===== src/common/dsc_defs.vh =====
`ifndef DSC_DEFS_VH
`define DSC_DEFS_VH

// serial word layout
`define DSC_WORD_BITS      24
`define DSC_BITCNT_W       5
`define DSC_CTRL_HI        23
`define DSC_CTRL_LO        16
`define DSC_LOAD_HI_BIT    21
`define DSC_LOAD_LO_BIT    20
`define DSC_SEL_HI_BIT     18
`define DSC_SEL_LO_BIT     17
`define DSC_PDSEL_BIT      16
`define DSC_DATA_HI        15
`define DSC_DATA_LO        2
`define DSC_SAMPLE_W       14

// reference power command words, don't-care bits cleared
`define DSC_CMD_MASK       24'hfffffc
`define DSC_REF_OFF_WORD   24'h012000
`define DSC_REF_AUTO_WORD  24'h010000
`define DSC_REF_ON_WORD    24'h011000

// reference modes
`define DSC_REF_AUTO       2'h0
`define DSC_REF_ON         2'h1
`define DSC_REF_OFF        2'h2

// load actions
`define DSC_LOAD_STORE     2'h0
`define DSC_LOAD_UPD_ONE   2'h1
`define DSC_LOAD_UPD_ALL   2'h2
`define DSC_LOAD_BCAST     2'h3

// ahb register map (byte addresses)
`define DSC_REG_STATUS     4'h0
`define DSC_REG_CMD        4'h4
`define DSC_REG_LASTWORD   4'h8
`define DSC_REG_CHPD       4'hc

`endif


===== src/logic/dsc_sync2.v =====
`timescale 1ns/1ps
// two-flop synchroniser for one level from outside the clock domain
module dsc_sync2 (
   input  wire clk,
   input  wire rst,
   input  wire din,
   output reg  dout
);
   reg meta_q;

   always @(posedge clk or posedge rst) begin
      if (rst) begin
         meta_q <= 1'b1;
         dout   <= 1'b1;
      end else begin
         meta_q <= din;
         dout   <= meta_q;
      end
   end
endmodule // dsc_sync2


===== src/logic/dsc_ref_ctrl.v =====
`timescale 1ns/1ps
`include "dsc_defs.vh"
// internal reference power control
module dsc_ref_ctrl (
   input  wire       clk,
   input  wire       rst,
   input  wire       set_valid,
   input  wire [1:0] set_mode,
   input  wire [3:0] ch_powered_down,
   output reg  [1:0] ref_mode,
   output reg        ref_enable,
   output reg        reference_output_pin_oe
);
   always @(posedge clk or posedge rst) begin
      if (rst) begin
         ref_mode                <= `DSC_REF_AUTO;
         ref_enable              <= 1'b1;
         reference_output_pin_oe <= 1'b1;
      end else begin
         if (set_valid)
            ref_mode <= set_mode;
         case (ref_mode)
            `DSC_REF_OFF: begin
               ref_enable              <= 1'b0;
               reference_output_pin_oe <= 1'b0;
            end
            `DSC_REF_ON: begin
               ref_enable              <= 1'b1;
               reference_output_pin_oe <= 1'b1;
            end
            default: begin
               ref_enable              <= ~&ch_powered_down;
               reference_output_pin_oe <= ~&ch_powered_down;
            end
         endcase
      end
   end
endmodule // dsc_ref_ctrl


===== src/logic/dsc_top.v =====
// Functional notes
// - after reset the internal reference is on in automatic mode.
// - word 012000h forces the reference off and releases its output pin.
// - word 010000h returns the reference to automatic mode.
// - word 011000h keeps the reference on regardless of channels.
// - automatic mode powers the reference down when every channel is down.
// - automatic mode powers the reference up when any channel is up.
// - reset restores automatic mode, same as the automatic-mode command.
// - 24-bit shift register: control byte, 14-bit sample, two ignored bits.
// - bits arrive most significant first, starting at bit 23.
// - data sampled on each of the first 24 falling serial clock edges inside a frame.
// - the 24th falling edge locks the word; extra edges are ignored.
// - the word is decoded at the 24th edge, not at frame end.
// - a new capture starts only at the next frame select fall.
// - frame ending early discards the partial word, no command runs.
// - sample is straight binary, 0 is zero, 3fffh is full scale less one.
// - load bits choose store, update one, update all or broadcast.
// - select bits pick channel a to d as destination.
// - power-down select bit marks power-down or reference command.
//
// The implementer's own choices: the address map and the AHB-Lite slave port.
`timescale 1ns/1ps
`include "dsc_defs.vh"
module dsc_top (
   input  wire        clk,
   input  wire        rst,
   input  wire        sclk,
   input  wire        frame_n,
   input  wire        sdin,
   output wire        reference_output_pin_oe,
   output wire        ref_enable,
   output reg         cmd_valid,
   output reg  [1:0]  cmd_load,
   output reg  [1:0]  cmd_chan,
   output reg         cmd_pd,
   output reg  [13:0] cmd_sample,
   output reg  [7:0]  cmd_ctrl,
   input  wire [31:0] haddr,
   input  wire [1:0]  htrans,
   input  wire        hwrite,
   input  wire [2:0]  hsize,
   input  wire [31:0] hwdata,
   input  wire        hsel,
   input  wire        hready,
   output reg  [31:0] hrdata,
   output wire        hreadyout,
   output wire        hresp
);
   wire sclk_s;
   wire frame_s;
   wire sdin_s;
   reg  sclk_q;
   reg  frame_q;

   dsc_sync2 u_sync_sclk (
      .clk  (clk),
      .rst  (rst),
      .din  (sclk),
      .dout (sclk_s)
   );
   dsc_sync2 u_sync_frame (
      .clk  (clk),
      .rst  (rst),
      .din  (frame_n),
      .dout (frame_s)
   );
   dsc_sync2 u_sync_din (
      .clk  (clk),
      .rst  (rst),
      .din  (sdin),
      .dout (sdin_s)
   );

   always @(posedge clk or posedge rst) begin
      if (rst) begin
         sclk_q  <= 1'b1;
         frame_q <= 1'b1;
      end else begin
         sclk_q  <= sclk_s;
         frame_q <= frame_s;
      end
   end

   wire sclk_fall  = sclk_q & ~sclk_s;
   wire frame_fall = frame_q & ~frame_s;
   wire frame_rise = ~frame_q & frame_s;

   // serial receive: one-hot states
   localparam [2:0] ST_IDLE  = 3'b001;
   localparam [2:0] ST_SHIFT = 3'b010;
   localparam [2:0] ST_LOCK  = 3'b100;

   reg [2:0]                 state_q;
   reg [`DSC_WORD_BITS-1:0]  shift_q;
   reg [`DSC_BITCNT_W-1:0]   bitcnt_q;
   reg                       word_done_q;
   reg [15:0]                frames_q;
   reg [15:0]                aborts_q;

   always @(posedge clk or posedge rst) begin
      if (rst) begin
         state_q     <= ST_IDLE;
         shift_q     <= {`DSC_WORD_BITS{1'b0}};
         bitcnt_q    <= {`DSC_BITCNT_W{1'b0}};
         word_done_q <= 1'b0;
         aborts_q    <= 16'h0000;
      end else begin
         word_done_q <= 1'b0;
         case (state_q)
            ST_IDLE: begin
               if (frame_fall) begin
                  state_q  <= ST_SHIFT;
                  bitcnt_q <= {`DSC_BITCNT_W{1'b0}};
               end
            end
            ST_SHIFT: begin
               if (frame_rise) begin
                  state_q  <= ST_IDLE;
                  aborts_q <= aborts_q + 16'h0001;
               end else if (sclk_fall) begin
                  shift_q  <= {shift_q[`DSC_WORD_BITS-2:0], sdin_s};
                  bitcnt_q <= bitcnt_q + 1'b1;
                  if (bitcnt_q == `DSC_WORD_BITS - 1) begin
                     state_q     <= ST_LOCK;
                     word_done_q <= 1'b1;
                  end
               end
            end
            ST_LOCK: begin
               // host keeps the gap; a fall after the lock restarts capture
               if (frame_fall) begin
                  state_q  <= ST_SHIFT;
                  bitcnt_q <= {`DSC_BITCNT_W{1'b0}};
               end
            end
            default: state_q <= ST_IDLE;
         endcase
      end
   end

   // field split of the locked word
   wire [7:0]  w_ctrl   = shift_q[`DSC_CTRL_HI:`DSC_CTRL_LO];
   wire [13:0] w_sample = shift_q[`DSC_DATA_HI:`DSC_DATA_LO];
   wire [`DSC_WORD_BITS-1:0] w_masked = shift_q & `DSC_CMD_MASK;

   reg       ref_set;
   reg [1:0] ref_set_mode;
   always @* begin
      ref_set      = 1'b0;
      ref_set_mode = `DSC_REF_AUTO;
      if (word_done_q) begin
         if (w_masked == `DSC_REF_OFF_WORD) begin
            ref_set      = 1'b1;
            ref_set_mode = `DSC_REF_OFF;
         end else if (w_masked == `DSC_REF_AUTO_WORD) begin
            ref_set      = 1'b1;
            ref_set_mode = `DSC_REF_AUTO;
         end else if (w_masked == `DSC_REF_ON_WORD) begin
            ref_set      = 1'b1;
            ref_set_mode = `DSC_REF_ON;
         end
      end
   end

   // channel power-down state, maintained from decoded words
   reg  [3:0] chpd_q;
   wire       is_pd = w_ctrl[`DSC_PDSEL_BIT-16];
   wire [1:0] sel   = w_ctrl[`DSC_SEL_HI_BIT-16:`DSC_SEL_LO_BIT-16];
   wire [1:0] load  = w_ctrl[`DSC_LOAD_HI_BIT-16:`DSC_LOAD_LO_BIT-16];
   // power-down modes sit in the top two sample bits; 00 means powered up
   wire       pd_req = |w_sample[13:12];

   always @(posedge clk or posedge rst) begin
      if (rst) begin
         cmd_valid  <= 1'b0;
         cmd_load   <= 2'h0;
         cmd_chan   <= 2'h0;
         cmd_pd     <= 1'b0;
         cmd_sample <= 14'h0000;
         cmd_ctrl   <= 8'h00;
         chpd_q     <= 4'h0;
         frames_q   <= 16'h0000;
      end else begin
         cmd_valid <= word_done_q;
         if (word_done_q) begin
            frames_q <= frames_q + 16'h0001;
            cmd_load   <= load;
            cmd_chan   <= sel;
            cmd_pd     <= is_pd;
            cmd_sample <= w_sample;
            cmd_ctrl   <= w_ctrl;
            if (is_pd && !ref_set) begin
               if (load == `DSC_LOAD_BCAST)
                  chpd_q <= {4{pd_req}};
               else
                  chpd_q[sel] <= pd_req;
            end else if (!is_pd && load != `DSC_LOAD_STORE) begin
               // data loaded to a dac register powers that channel up
               chpd_q[sel] <= 1'b0;
            end
         end
      end
   end

   wire [1:0] ref_mode;
   dsc_ref_ctrl u_ref (
      .clk                     (clk),
      .rst                     (rst),
      .set_valid               (ref_set),
      .set_mode                (ref_set_mode),
      .ch_powered_down         (chpd_q),
      .ref_mode                (ref_mode),
      .ref_enable              (ref_enable),
      .reference_output_pin_oe (reference_output_pin_oe)
   );

   // ahb-lite slave, zero wait state, read-only status view
   wire rd_req  = hsel & hready & htrans[1] & ~hwrite;
   // only the first four words are mapped; aliases above them read as zero
   wire in_map  = (haddr[31:4] == 28'h0000000);

   // read data is captured at the address phase so the data phase sees a flop;
   // it shows the state one cycle before the data phase, which software cannot tell apart
   always @(posedge clk or posedge rst) begin
      if (rst) begin
         hrdata <= 32'h00000000;
      end else begin
         hrdata <= 32'h00000000;
         if (rd_req && in_map) begin
            if (haddr[3:0] == `DSC_REG_STATUS) begin
               hrdata <= {20'h00000, aborts_q[3:0], 1'b0, state_q, ref_mode, ref_enable,
                          reference_output_pin_oe};
            end else if (haddr[3:0] == `DSC_REG_CMD) begin
               hrdata <= {frames_q, 2'h0, cmd_sample};
            end else if (haddr[3:0] == `DSC_REG_LASTWORD) begin
               hrdata <= {8'h00, shift_q};
            end else if (haddr[3:0] == `DSC_REG_CHPD) begin
               hrdata <= {28'h0000000, chpd_q};
            end else begin
               // unaligned offsets inside the map read as zero
               hrdata <= 32'h00000000;
            end
         end
      end
   end

   // writes are accepted and dropped: every register here is a status view

   assign hreadyout = 1'b1;
   assign hresp     = 1'b0;
endmodule // dsc_top


===== config.mk =====
export PLATFORM = sky130hd
export DESIGN_NAME = dsc_top
export DESIGN_NICKNAME = d
export VERILOG_FILES = /design/src/logic/dsc_sync2.v /design/src/logic/dsc_ref_ctrl.v /design/src/logic/dsc_top.v
export VERILOG_INCLUDE_DIRS = /design/src /design/src/common
export SDC_FILE = /design/constraint.sdc
export NUM_CORES = 1
export LEC_CHECK = 0
export BUFFER_PORTS_ARGS = -buffer_cell sky130_fd_sc_hd__buf_2
export CORE_ASPECT_RATIO = 2
export CORE_MARGIN = 2
export CORE_UTILIZATION = 43
export CTS_BUF_LIST = sky130_fd_sc_hd__clkbuf_4 sky130_fd_sc_hd__clkbuf_8
export DETAILED_ROUTE_END_ITERATION = 8
export PLACE_DENSITY = 0.77
export RECOVER_POWER = 25
export REMOVE_ABC_BUFFERS = 1
export SYNTH_ARGS = -nofsm -noshare
export SYNTH_HDL_FRONTEND = slang
export SYNTH_SLANG_ARGS = --single-unit
export TNS_END_PERCENT = 10

===== constraint.sdc =====
create_clock -name clk -period 8 [get_ports clk]
set_input_delay 0.8 -clock clk [delete_from_list [all_inputs] [get_ports clk]]
set_output_delay 0.8 -clock clk [all_outputs]
set_load 0.02 [all_outputs]

==> run summary, run 1 <==
ROUTING
----------------------------------------------------------------------------------
WL per Instance .....................................................     16.78 µm
Topmost layer with routed signal wires ..............................         met4
First-pass iteration count of the detailed router ...................            5
Number of nets with antenna violations after routing ................            0
Met3 routed WL ......................................................       645 µm
Drt total wl ........................................................     12100 µm
Post-detailed-route via-to-cell ratio ...............................        5.423
Metal2 WL ...........................................................      7050 µm
Number of DRC markers in iteration 0 ................................          340
Total vias in the final route .......................................         3910
Drc violations ......................................................            0
Post-Route M1 WL ....................................................      4000 µm

CLOCK TREE
----------------------------------------------------------------------------------
Number of sinks on the clock net ....................................          123
Clock latency of the later-clocked register in the worst-skew pair ..      0.44 ns
Longest Clk Path Bufs ...............................................            2
Hold buffer count at CTS ............................................            0
Post_cts resized ....................................................            0
Buffer cell driving the clock tree root ............................. sky130_fd_sc_hd__clkbuf_8
Number of buffers added by the clock tree synthesis step ............           17
CTS HTree Levels ....................................................            4
Clock Pin Slew Worst Setup and Hold Paths ...........................      0.07 ns
Total setup buffers inserted after CTS ..............................            0
CTS tree ............................................................          yes

PWR
----------------------------------------------------------------------------------
Sw Share ............................................................       21.54%
Share of power burned in registers ..................................        49.5%
Leakage .............................................................     3.162 nW
Net Switching .......................................................     278.2 µW
Cell area power density ............................................. 208.3 nW/µm²
Peak ir drop on the vdd network .....................................    0.1283 mV
Part of the power in the clock network ..............................        47.1%
Logic pwr share .....................................................         3.4%
Internal power consumption ..........................................     1.014 mW

SETUP PATH
----------------------------------------------------------------------------------
Required time of the critical path ..................................      8.36 ns
Arrival time worst endpoint .........................................      3.50 ns
Crit path launch type ...............................................     register
Max Fanout on Critical Path .........................................           33
Type of the worst setup path ........................................   reg -> reg
Worst setup EP type .................................................     register
Source of the worst register-to-register timing path ................  word_done_q
Origin of the worst setup path ......................................  word_done_q
R2R setup slack .....................................................      4.86 ns

TIMING
----------------------------------------------------------------------------------
Fin. max-slew vios ..................................................          106
Clock skew ..........................................................  0.009226 ns
Final worst path period need ........................................     3.141 ns
Setup Total Neg Slack ...............................................         0 ns
Number of hold violations in the final report .......................            0
Final setup violation count .........................................            0
Top achievable clock speed ..........................................    318.4 MHz
Measured slew at the worst slew-check pin ...........................     3.025 ns
Worst slew margin relative to its limit .............................      -102.8%
Unrepaired setup endpoints after global routing .....................           no
Final period util ...................................................       39.26%

PLACE
----------------------------------------------------------------------------------
Number of placed cells counting well taps ...........................          689
Hpwl dp .............................................................      8519 µm
GP Congestion .......................................................       0.8533
Number of I/O port buffers ..........................................          102

GLOBAL ROUTE
----------------------------------------------------------------------------------
Vias in the first global route ......................................         4153
Global-route wire length before repair ..............................     19890 µm
Grt total ovfl ......................................................            0
Maximum number of pins on one net before global-route repair ........           72
Total global-route track usage ......................................       19.78%
Number of antenna violations at the first check in global routing ...            0

FLOORPLAN
----------------------------------------------------------------------------------
I/O pin count .......................................................          141
Initial cell density of the core ....................................       44.22%
Floorplan row count .................................................           56
Chip Width ..........................................................     81.80 µm
Die area ............................................................    13050 µm²
Floorplan die height ................................................     159.6 µm
Core area ...........................................................    11770 µm²

SYNTH
----------------------------------------------------------------------------------
Number of synthesized flops with an enable pin ......................            0
Synthesized area divided by synthesized cell count ..................    11.07 µm²
Share of synthesized flip-flops with an asynchronous set or reset ...       100.0%
Synth Warn # ........................................................            0
Dominant synthesized flop cell ...................................... sky130_fd_sc_hd__dfrtp_1
Number of distinct library cells after synthesis ....................           51
FF+latch count, synth ...............................................          123
Post-synthesis instance total .......................................          470
Post-synth design cell area .........................................     5205 µm²
Post-synthesis sequential area ratio ................................       59.38%

STATUS
----------------------------------------------------------------------------------
Violations in the final reports ..................................... max-capacitance violations, max-slew violations
Result of the run ................................................... finished with violations

HOLD PATH
----------------------------------------------------------------------------------
Type of the worst min-delay path ....................................   reg -> reg
Launch instance of the worst min-delay path ......................... u_sync_din.meta_q

FINISH
----------------------------------------------------------------------------------
Post-Route Utilization ..............................................       52.70%
Synth-to-Final Area Change ..........................................       19.18%
Total area of multi-input combinational cells .......................     1926 µm²
Count of filler cells inserted in the layout ........................         1023
Final cell count without fillers ....................................          721
Number of antenna repair diodes .....................................            0
Number of nets at the end of the flow ...............................          644
Register cell area after layout .....................................     3090 µm²
Share of final-layout standard cells stronger than drive strength 1 .       32.12%

RUN
----------------------------------------------------------------------------------
Number of maximum-capacitance constraint violations .................            2

critical path: stages (launching register included):
cell,delay [ns]
sky130_fd_sc_hd__dfrtp_1,0.32
sky130_fd_sc_hd__clkbuf_1,1.35
sky130_fd_sc_hd__nand4_1,0.50
sky130_fd_sc_hd__nor2_1,0.51
sky130_fd_sc_hd__and3_1,0.24
sky130_fd_sc_hd__xor2_1,0.14
sequential cells by signal, summed over array words and instances (netlist names), 2 cells and up:
signal	count
shift_q	24
aborts_q	4
cmd_sample	14
hrdata	32
u_ref.ref_mode	2
state_q	3
cmd_ctrl	6
frames_q	16
bitcnt_q	5
chpd_q	4
stage by stage:
step	hold slack (ns)	setup WS [ns]	total power, mW	cell area, µm²
2_1_floorplan	0.3452	3.946	0.6738	5027
4_1_cts	0.3576	5.573	1.302	6208
6_report	0.3566	4.859	1.292	6203
3_5_place_dp	0.3473	5.209	0.6953	5759
3_3_place_gp	0.3461	5.298	0.6924	5759
5_1_grt	0.3662	4.534	1.336	6203
routing by layer:
layer,vias up,GRT usage (%)
li1,1816,-
met1,1936,19.62
met2,124,35.96
met3,34,5.045
met4,0,10.23
met5,-,0
synth_stat cells (all sizes together), types with 2 or more instances:
master  count  area [µm²]
and3       15       93.84
nand2b      3       18.77
or3         4       25.02
a22oi      20       150.1
nand4b      3       32.53
nand4      11       68.82
ha          4       50.05
o211ai      2       15.01
a21oi      20       100.1
nor4       10       62.56
nand3       6       30.03
or4         2       22.52
or2         7       43.79
a221oi      2       17.52
o21ai       7       35.03
nor3b       3       27.52
xnor2      13       113.9
nor2       21       78.83
clkbuf     11       41.29
buf        22       136.4
o22a        3       26.28
a32oi       2       17.52
dfstp      10       262.8
nand2      92       345.3
dfrtp     113        2828
and4        2       17.52
mux2       24       270.3
xor2        7       61.31
nor3        6       35.03
conb        2       7.510
nor2b       5       31.28
o21a        2       15.01
inv         3       11.26
a211oi      3       32.53
cells by family (layout without fill, tap and decap cells):
family | count (synthesis) | after routing | share of synthesized area, %
compound gates | 66 | 66 | 8.582
xor+xnor | 20 | 20 | 3.365
fa+ha+maj | 4 | 4 | 0.9616
buf+inv | 36 | 142 | 3.630
flops | 123 | 123 | 59.37
mux | 25 | 25 | 5.385
other cells | 2 | 2 | 0.1443
simple gates | 194 | 194 | 18.56
worst paths after layout:
check | to | cells after the start
worst max-delay path | frames_q[9] | 5
worst min-delay path | u_sync_din.dout | 0
worst max register to register | frames_q[9] | 5
worst min register to register | u_sync_din.dout | 0
max in group asynchronous | aborts_q[0] | 3
min in group asynchronous | cmd_valid | 2
cell usage in the layout, fill, tap and decap left out, drive strengths merged, types with 7 or more instances in the layout:
| cell | count |
|---|---|
| xor2 | 7 |
| or2 | 7 |
| dfstp | 10 |
| nand2 | 92 |
| buf | 106 |
| dfrtp | 113 |
| a22oi | 20 |
| nor4 | 10 |
| a21oi | 20 |
| o21ai | 7 |
| nand4 | 11 |
| clkbuf | 22 |
| mux2 | 24 |
| and3 | 15 |
| xnor2 | 13 |
| nor2 | 21 |
power by group through the flow:
| stage | sequential [mW] | clock (mW) | combinational, mW |
|---|---|---|---|
| floorplan | 0.649 | 0 | 0.0249 |
| global placement | 0.650 | 0 | 0.0424 |
| detailed placement | 0.651 | 0 | 0.0444 |
| CTS | 0.639 | 0.618 | 0.0448 |
| global route | 0.640 | 0.647 | 0.0496 |
| finish | 0.639 | 0.609 | 0.0436 |
cell type report:
| class | count | share of cell area [%] |
|---|---|---|
| timing repair buffer | 107 | 8.774 |
| clock buffer | 21 | 4.558 |
| clock inverter | 11 | 2.683 |
| multi-input combinational | 311 | 31.04 |
| tap | 145 | 2.925 |
| inverter | 3 | 0.2017 |
| sequential | 123 | 49.82 |
(Power assumes the default switching activity.)
==> run 2: changes to the inputs <==
--- a/config.mk
+++ b/config.mk
@@ -12,7 +12,7 @@
 export CORE_UTILIZATION = 43
 export CTS_BUF_LIST = sky130_fd_sc_hd__clkbuf_4 sky130_fd_sc_hd__clkbuf_8
 export DETAILED_ROUTE_END_ITERATION = 8
-export PLACE_DENSITY = 0.77
+export PLACE_DENSITY = 0.8
 export RECOVER_POWER = 25
 export REMOVE_ABC_BUFFERS = 1
 export SYNTH_ARGS = -nofsm -noshare
==> constraint.sdc (replaced) <==
create_clock -name clk -period 2.6 [get_ports clk]
set_input_delay 0.26 -clock clk [delete_from_list [all_inputs] [get_ports clk]]
set_output_delay 0.26 -clock clk [all_outputs]
set_load 0.02 [all_outputs]
==> run 2 against run 1 <==
The run now ends clean. Cell area up 0.48%. First-iteration DRC count down 26%. Clock skew up 0.0030 ns. Sequential cell count unchanged. Setup slack worse by 4.3 ns. Core utilization up 0.26 points. Combinational power rose to 3.3 times the previous value. Power rose to 3.0 times the previous value. Final cell count up 1.2%. Clock power rose to 2.8 times the previous value. Global-route usage up 0.41 points. Critical path type unchanged. Critical endpoint is now u_ref.ref_mode[0]. Highest routed layer unchanged.
==> run summary, run 2 (synthesis results as in run 1) <==
FINISH
----------------------------------------------------------------------------------
Post-Route Utilization ..............................................       52.95%   +0.26 points
Share of final-layout standard cells stronger than drive strength 1 .       30.09%   -2.0 points
Register cell area after layout .....................................     3090 µm²   unchanged
Final design area excluding fillers .................................     6233 µm²   +0.48%
Flip-flop count of the largest register after layout ................           32   unchanged
Number of antenna repair diodes .....................................            0   unchanged
Final cell count without fillers ....................................          730   +1.2%
Register ranked first by flip-flop count ............................       hrdata
Most frequent cells in the layout ................................... sky130_fd_sc_hd__dfrtp_1, sky130_fd_sc_hd__nand2_1, sky130_fd_sc_hd__buf_2
Synth-to-Final Area Change ..........................................       19.76%
Commonest non-fill, non-tap cell in the layout ...................... sky130_fd_sc_hd__dfrtp_1
Total area of multi-input combinational cells .......................     1926 µm²   unchanged
Number of nets at the end of the flow ...............................          655   +1.7%
Count of filler cells inserted in the layout ........................         1040   +1.7%
Leading registers by flop count ..................................... hrdata: 32 flops, shift_q: 24 flops, frames_q: 16 flops

SETUP PATH
----------------------------------------------------------------------------------
Type of the worst setup path ........................................   reg -> reg
Arrival time worst endpoint .........................................      2.37 ns   -1.13 ns
Crit path largest cell delay ........................................      0.64 ns   -0.71 ns
Worst setup EP type .................................................     register
Slowest CP cell ..................................................... sky130_fd_sc_hd__dfrtp_1
CP delay by family, top .............................................   flip-flops
Crit path cell chain ................................................ clkbuf_1, nand4_1, or3_1, o21a_1
Crit path launch type ...............................................     register
Max Fanout on Critical Path .........................................           12   -64%
Buffer and inverter count on the worst path .........................            1   unchanged
Required time of the critical path ..................................      2.91 ns   -5.45 ns

TIMING
----------------------------------------------------------------------------------
Minimum setup slack in the final design .............................    0.5438 ns   -4.316 ns
Post-route worst hold slack .........................................    0.3346 ns   -0.02204 ns
Setup Total Neg Slack ...............................................         0 ns   unchanged
Worst slew margin relative to its limit .............................       54.50%   +160 points
Number of hold violations in the final report .......................            0   unchanged
Measured slew at the worst slew-check pin ...........................    0.6740 ns   -2.351 ns
Final worst path period need ........................................     2.056 ns   -1.084 ns
Final period util ...................................................       79.09%   +40 points
Unrepaired setup endpoints after global routing .....................           no
Final setup violation count .........................................            0   unchanged
Top achievable clock speed ..........................................    486.3 MHz   +53%
Clock skew ..........................................................   0.01220 ns   +0.002977 ns
Fin. max-slew vios ..................................................            0   -100%

FLOORPLAN
----------------------------------------------------------------------------------
Floorplan row count .................................................           56   unchanged
Floorplan die height ................................................     159.6 µm   unchanged
Initial cell density of the core ....................................       44.22%   unchanged
Die area ............................................................    13050 µm²   unchanged
I/O pin count .......................................................          141   unchanged
Chip Width ..........................................................     81.80 µm   unchanged
Core area ...........................................................    11770 µm²   unchanged

CLOCK TREE
----------------------------------------------------------------------------------
CTS HTree Levels ....................................................            4   unchanged
Number of buffers added by the clock tree synthesis step ............           17   unchanged
Buffer cell driving the clock tree root ............................. sky130_fd_sc_hd__clkbuf_8
Clock Pin Slew Worst Setup and Hold Paths ...........................      0.07 ns   about the same
Clock latency of the later-clocked register in the worst-skew pair ..      0.43 ns   about the same
Number of sinks on the clock net ....................................          123   unchanged
Post_cts resized ....................................................            0   unchanged
Longest Clk Path Bufs ...............................................            2   unchanged
CTS tree ............................................................          yes

PWR
----------------------------------------------------------------------------------
Total power of the final layout .....................................     3.826 mW   +200%
Peak ir drop on the vdd network .....................................    0.3538 mV   +180%
Cell area power density ............................................. 613.8 nW/µm²   +190%
Leakage .............................................................     3.150 nW   -0.39%

ROUTING
----------------------------------------------------------------------------------
Drc violations ......................................................            0   unchanged
Total vias in the final route .......................................         4041   +3.4%
Number of DRC markers in iteration 0 ................................          251   -26%
Met3 routed WL ......................................................       617 µm   -4.3%
Number of nets with antenna violations after routing ................            0   unchanged
Post-detailed-route via-to-cell ratio ...............................        5.536   +2.1%
WL per Instance .....................................................     16.98 µm   +1.2%
Post-Route M1 WL ....................................................      4190 µm   +4.8%
Metal2 WL ...........................................................      7106 µm   +0.79%
First-pass iteration count of the detailed router ...................            6   +1
Topmost layer with routed signal wires ..............................         met4
Drt total wl ........................................................     12400 µm   +2.5%

PLACE
----------------------------------------------------------------------------------
Number of placed cells counting well taps ...........................          696   +1.0%
Placed standard-cell area ...........................................     5812 µm²   +0.91%
Number of I/O port buffers ..........................................          102   unchanged
GP Congestion .......................................................       0.8829   +3.5%
Minimum setup slack after placement .................................    0.6236 ns   -4.585 ns
Hpwl dp .............................................................      9026 µm   +5.9%

GLOBAL ROUTE
----------------------------------------------------------------------------------
Vias in the first global route ......................................         4303   +3.6%
Grt total ovfl ......................................................            0   unchanged
Total global-route track usage ......................................       20.19%   +0.41 points
Maximum number of pins on one net before global-route repair ........           51   -29%
Number of antenna violations at the first check in global routing ...            0   unchanged
Global-route wire length before repair ..............................     20290 µm   +2.0%

HOLD PATH
----------------------------------------------------------------------------------
Type of the worst min-delay path ....................................    in -> reg

RUN
----------------------------------------------------------------------------------
Number of maximum-capacitance constraint violations .................            0   -2

STATUS
----------------------------------------------------------------------------------
Result of the run ...................................................    completed

## run 2: report_power, final
group | internal (mW) | switching, mW | leakage [nW] | total (mW)
combinational | 0.0556 | 0.0896 | 1.26 | 0.145
clock | 1.02 | 0.698 | 0.213 | 1.71
sequential | 1.94 | 0.0244 | 1.68 | 1.97
## run 2: final timing paths
| path | from | to | slack (ns) | cells past startpoint |
|---|---|---|---|---|
| setup / recovery | word_done_q | u_ref.ref_mode[0] | 0.54 | 4 |
| hold reg to reg | u_sync_din.meta_q | u_sync_din.dout | 0.36 | 0 |
| min in group asynchronous | rst | cmd_valid | 0.45 | 3 |
| max in group asynchronous | rst | u_sync_sclk.meta_q | 1.29 | 4 |
| hold / removal | haddr[3] | hrdata[2] | 0.33 | 2 |
| setup reg to reg | word_done_q | u_ref.ref_mode[0] | 0.54 | 4 |
## run 2: worst register-to-register path: stages (launching register included)
cell	delay, ns
sky130_fd_sc_hd__dfrtp_1	0.64
sky130_fd_sc_hd__clkbuf_1	0.54
sky130_fd_sc_hd__nand4_1	0.25
sky130_fd_sc_hd__or3_1	0.39
sky130_fd_sc_hd__o21a_1	0.12
## run 2: area by class of cell
class	instances	share of cell area [%]
clock buffer	22	4.556
timing repair buffer	118	9.936
multi-input combinational	311	30.89
inverter	3	0.2208
clock inverter	8	1.907
tap	145	2.910
sequential	123	49.58
## run 2: layer usage
layer  GRT usage [%]  up-vias
met1           20.05     2003
met4           12.50        0
met3           5.385       33
met2           35.51      164
met5               0        -
li1                -     1841
## run 2: what timing repair did
action                                  CTS  global route
setup buffers                             0             0
hold endpoints to repair                 46             0
endpoints found under the setup margin    0             0
hold buffers                              4             0
==> run 3: changes to the inputs <==
==> constraint.sdc (replaced) <==
create_clock -name clk -period 1.8 [get_ports clk]
set_input_delay 0.18 -clock clk [delete_from_list [all_inputs] [get_ports clk]]
set_output_delay 0.18 -clock clk [all_outputs]
set_load 0.02 [all_outputs]
==> run 3 against run 2 <==
Count of clock-buffer cells in the layout increased by 2. Sequential share of layout area decreased by 1.2 points. Routed wire length increased by 1.4%. Critical endpoint is now u_ref.ref_mode[1]. Highest routed layer unchanged.
==> run summary, run 3 (synthesis results as in run 1) <==
SETUP PATH
----------------------------------------------------------------------------------
Crit path launch type ...............................................     register
Type of the worst setup path ........................................   reg -> reg
Worst setup EP type .................................................     register
Arrival time worst endpoint .........................................      2.10 ns   -0.27 ns
Required time of the critical path ..................................      2.13 ns   -0.78 ns
Max Fanout on Critical Path .........................................            5   -7

GLOBAL ROUTE
----------------------------------------------------------------------------------
Maximum number of pins on one net before global-route repair ........           35   -31%
Vias in the first global route ......................................         4183   -2.8%
Grt total ovfl ......................................................            0   unchanged
Number of antenna violations at the first check in global routing ...            0   unchanged
Total global-route track usage ......................................       20.47%   +0.28 points
Global-route wire length before repair ..............................     20130 µm   -0.78%

FINISH
----------------------------------------------------------------------------------
Most frequent cells in the layout ................................... sky130_fd_sc_hd__dfrtp_1, sky130_fd_sc_hd__buf_2, sky130_fd_sc_hd__nand2_1
Total area of multi-input combinational cells .......................     1938 µm²   +0.65%
Leading registers by flop count ..................................... hrdata: 32 flops, shift_q: 24 flops, frames_q: 16 flops
Final cell count without fillers ....................................          741   +1.5%
Commonest non-fill, non-tap cell in the layout ...................... sky130_fd_sc_hd__dfrtp_1
Flip-flop count of the largest register after layout ................           32   unchanged
Register ranked first by flip-flop count ............................       hrdata
Register cell area after layout .....................................     3090 µm²   unchanged
Number of antenna repair diodes .....................................            0   unchanged
Count of filler cells inserted in the layout ........................         1014   -2.5%
Share of final-layout standard cells stronger than drive strength 1 .       34.06%   +4.0 points
Number of nets at the end of the flow ...............................          665   +1.5%
Synth-to-Final Area Change ..........................................       22.84%

FLOORPLAN
----------------------------------------------------------------------------------
I/O pin count .......................................................          141   unchanged
Floorplan die height ................................................     159.6 µm   unchanged
Die area ............................................................    13050 µm²   unchanged
Core area ...........................................................    11770 µm²   unchanged
Chip Width ..........................................................     81.80 µm   unchanged
Floorplan row count .................................................           56   unchanged
Initial cell density of the core ....................................       44.22%   unchanged

PLACE
----------------------------------------------------------------------------------
GP Congestion .......................................................       0.8231   -6.8%
Number of placed cells counting well taps ...........................          706   +1.4%
Hpwl dp .............................................................      9014 µm   -0.13%
Number of I/O port buffers ..........................................          102   unchanged

TIMING
----------------------------------------------------------------------------------
Number of hold violations in the final report .......................            0   unchanged
Fin. max-slew vios ..................................................            0   unchanged
Clock skew ..........................................................   0.01525 ns   +0.003049 ns
Worst slew margin relative to its limit .............................       27.50%   -27 points
Final period util ...................................................       98.13%   +19 points
Unrepaired setup endpoints after global routing .....................           no
Top achievable clock speed ..........................................    566.1 MHz   +16%
Measured slew at the worst slew-check pin ...........................     1.086 ns   +0.4124 ns
Final worst path period need ........................................     1.766 ns   -0.2898 ns
Final setup violation count .........................................            0   unchanged

CLOCK TREE
----------------------------------------------------------------------------------
Number of sinks on the clock net ....................................          123   unchanged
CTS HTree Levels ....................................................            4   unchanged
Clock Pin Slew Worst Setup and Hold Paths ...........................      0.06 ns   about the same
Number of buffers added by the clock tree synthesis step ............           17   unchanged
CTS tree ............................................................          yes
Clock latency of the later-clocked register in the worst-skew pair ..      0.44 ns   about the same
Longest Clk Path Bufs ...............................................            2   unchanged
Buffer cell driving the clock tree root ............................. sky130_fd_sc_hd__clkbuf_8

PWR
----------------------------------------------------------------------------------
Share of power burned in registers ..................................        50.4%   -1.0 points
Cell area power density ............................................. 880.3 nW/µm²   +43%
Peak ir drop on the vdd network .....................................    0.4989 mV   +41%
Internal power consumption ..........................................     4.430 mW   +47%
Total power of the final layout .....................................     5.628 mW   +47%
Sw Share ............................................................       21.30%   +0.066 points
Logic pwr share .....................................................         4.0%   +0.2 points
Leakage .............................................................     3.289 nW   +4.4%
Net Switching .......................................................     1.199 mW   +48%
Part of the power in the clock network ..............................        45.5%   +0.7 points

ROUTING
----------------------------------------------------------------------------------
Drc violations ......................................................            0   unchanged
First-pass iteration count of the detailed router ...................            5   -1
Post-detailed-route via-to-cell ratio ...............................        5.474   -1.1%
Number of DRC markers in iteration 0 ................................          379   +51%
Drt total wl ........................................................     12570 µm   +1.4%
Total vias in the final route .......................................         4056   +0.37%
WL per Instance .....................................................     16.96 µm   -0.13%
Number of nets with antenna violations after routing ................            0   unchanged

RUN
----------------------------------------------------------------------------------
Number of maximum-capacitance constraint violations .................            0   unchanged

STATUS
----------------------------------------------------------------------------------
Result of the run ...................................................    completed

HOLD PATH
----------------------------------------------------------------------------------
Type of the worst min-delay path ....................................    in -> reg

## run 3: metrics by stage
step / hold WS, ns / area (µm²) / setup TNS (ns) / utilization [%] / setup WS, ns
after floorplan: 0.1845 / 5027 / -192.64 / - / -1.634
after detailed placement: 0.1913 / 5924 / 0 / 50.33 / 0.006013
after global routing: 0.2367 / 6394 / 0 / 54.32 / 0.0006433
after CTS: 0.2189 / 6384 / 0 / 54.23 / 0.01476
final: 0.2587 / 6394 / 0 / 54.32 / 0.03361
after global placement: 0.1890 / 5924 / 0 / 50.33 / 0.04233
## run 3: worst max-delay path: stages (launching register included)
cell                      delay, ns
sky130_fd_sc_hd__dfrtp_1       0.46
sky130_fd_sc_hd__nor4_2        0.33
sky130_fd_sc_hd__nand4_1       0.20
sky130_fd_sc_hd__or3_1         0.43
sky130_fd_sc_hd__a21oi_1       0.25
## run 3: repair_timing
| action | 4_1_cts | 5_1_grt |
|---|---|---|
| hold buffers | 4 | 0 |
| buffers inserted | 0 | 0 |
| resized for setup | 0 | 2 |
| setup endpoints to repair | 0 | 1 |
| endpoints found under the hold margin | 27 | 0 |
## run 3: per-layer routing
| metal | wire length, µm | vias up | GRT usage (%) |
|---|---|---|---|
| li1 | - | 1855 | - |
| met1 | 4110 | 2033 | 19.43 |
| met2 | 7404 | 126 | 37.10 |
| met3 | 587 | 42 | 5.612 |
| met4 | 467 | 0 | 12.05 |
| met5 | 0 | - | 0 |
## run 3: power groups by stage
stage / Clock [mW] / Sequential [mW] / Combinational, mW
finish: 2.56 / 2.84 / 0.227
global route: 2.72 / 2.84 / 0.255
CTS: 2.60 / 2.84 / 0.233
detailed placement: 0 / 2.89 / 0.224
global placement: 0 / 2.89 / 0.213
floorplan: 0 / 2.88 / 0.111
## run 3: cell type report
| type | count | area share [%] |
|---|---|---|
| clock buffers | 24 | 4.775 |
| clock inverters | 7 | 1.781 |
| inverters | 3 | 0.1761 |
| multi-input cells | 311 | 30.31 |
| flip-flops and latches | 123 | 48.34 |
| well taps | 145 | 2.838 |
| repair buffers | 128 | 11.78 |
## run 3: final timing paths
kind	start	end	slack, ns	cells past startpoint
max	shift_q[4]	u_ref.ref_mode[1]	0.03	4
min	haddr[3]	hrdata[3]	0.26	2
max reg2reg	shift_q[4]	u_ref.ref_mode[1]	0.03	4
min reg2reg	u_sync_din.meta_q	u_sync_din.dout	0.36	0
max in group asynchronous	rst	frames_q[9]	0.39	4
min in group asynchronous	rst	frames_q[2]	0.56	3
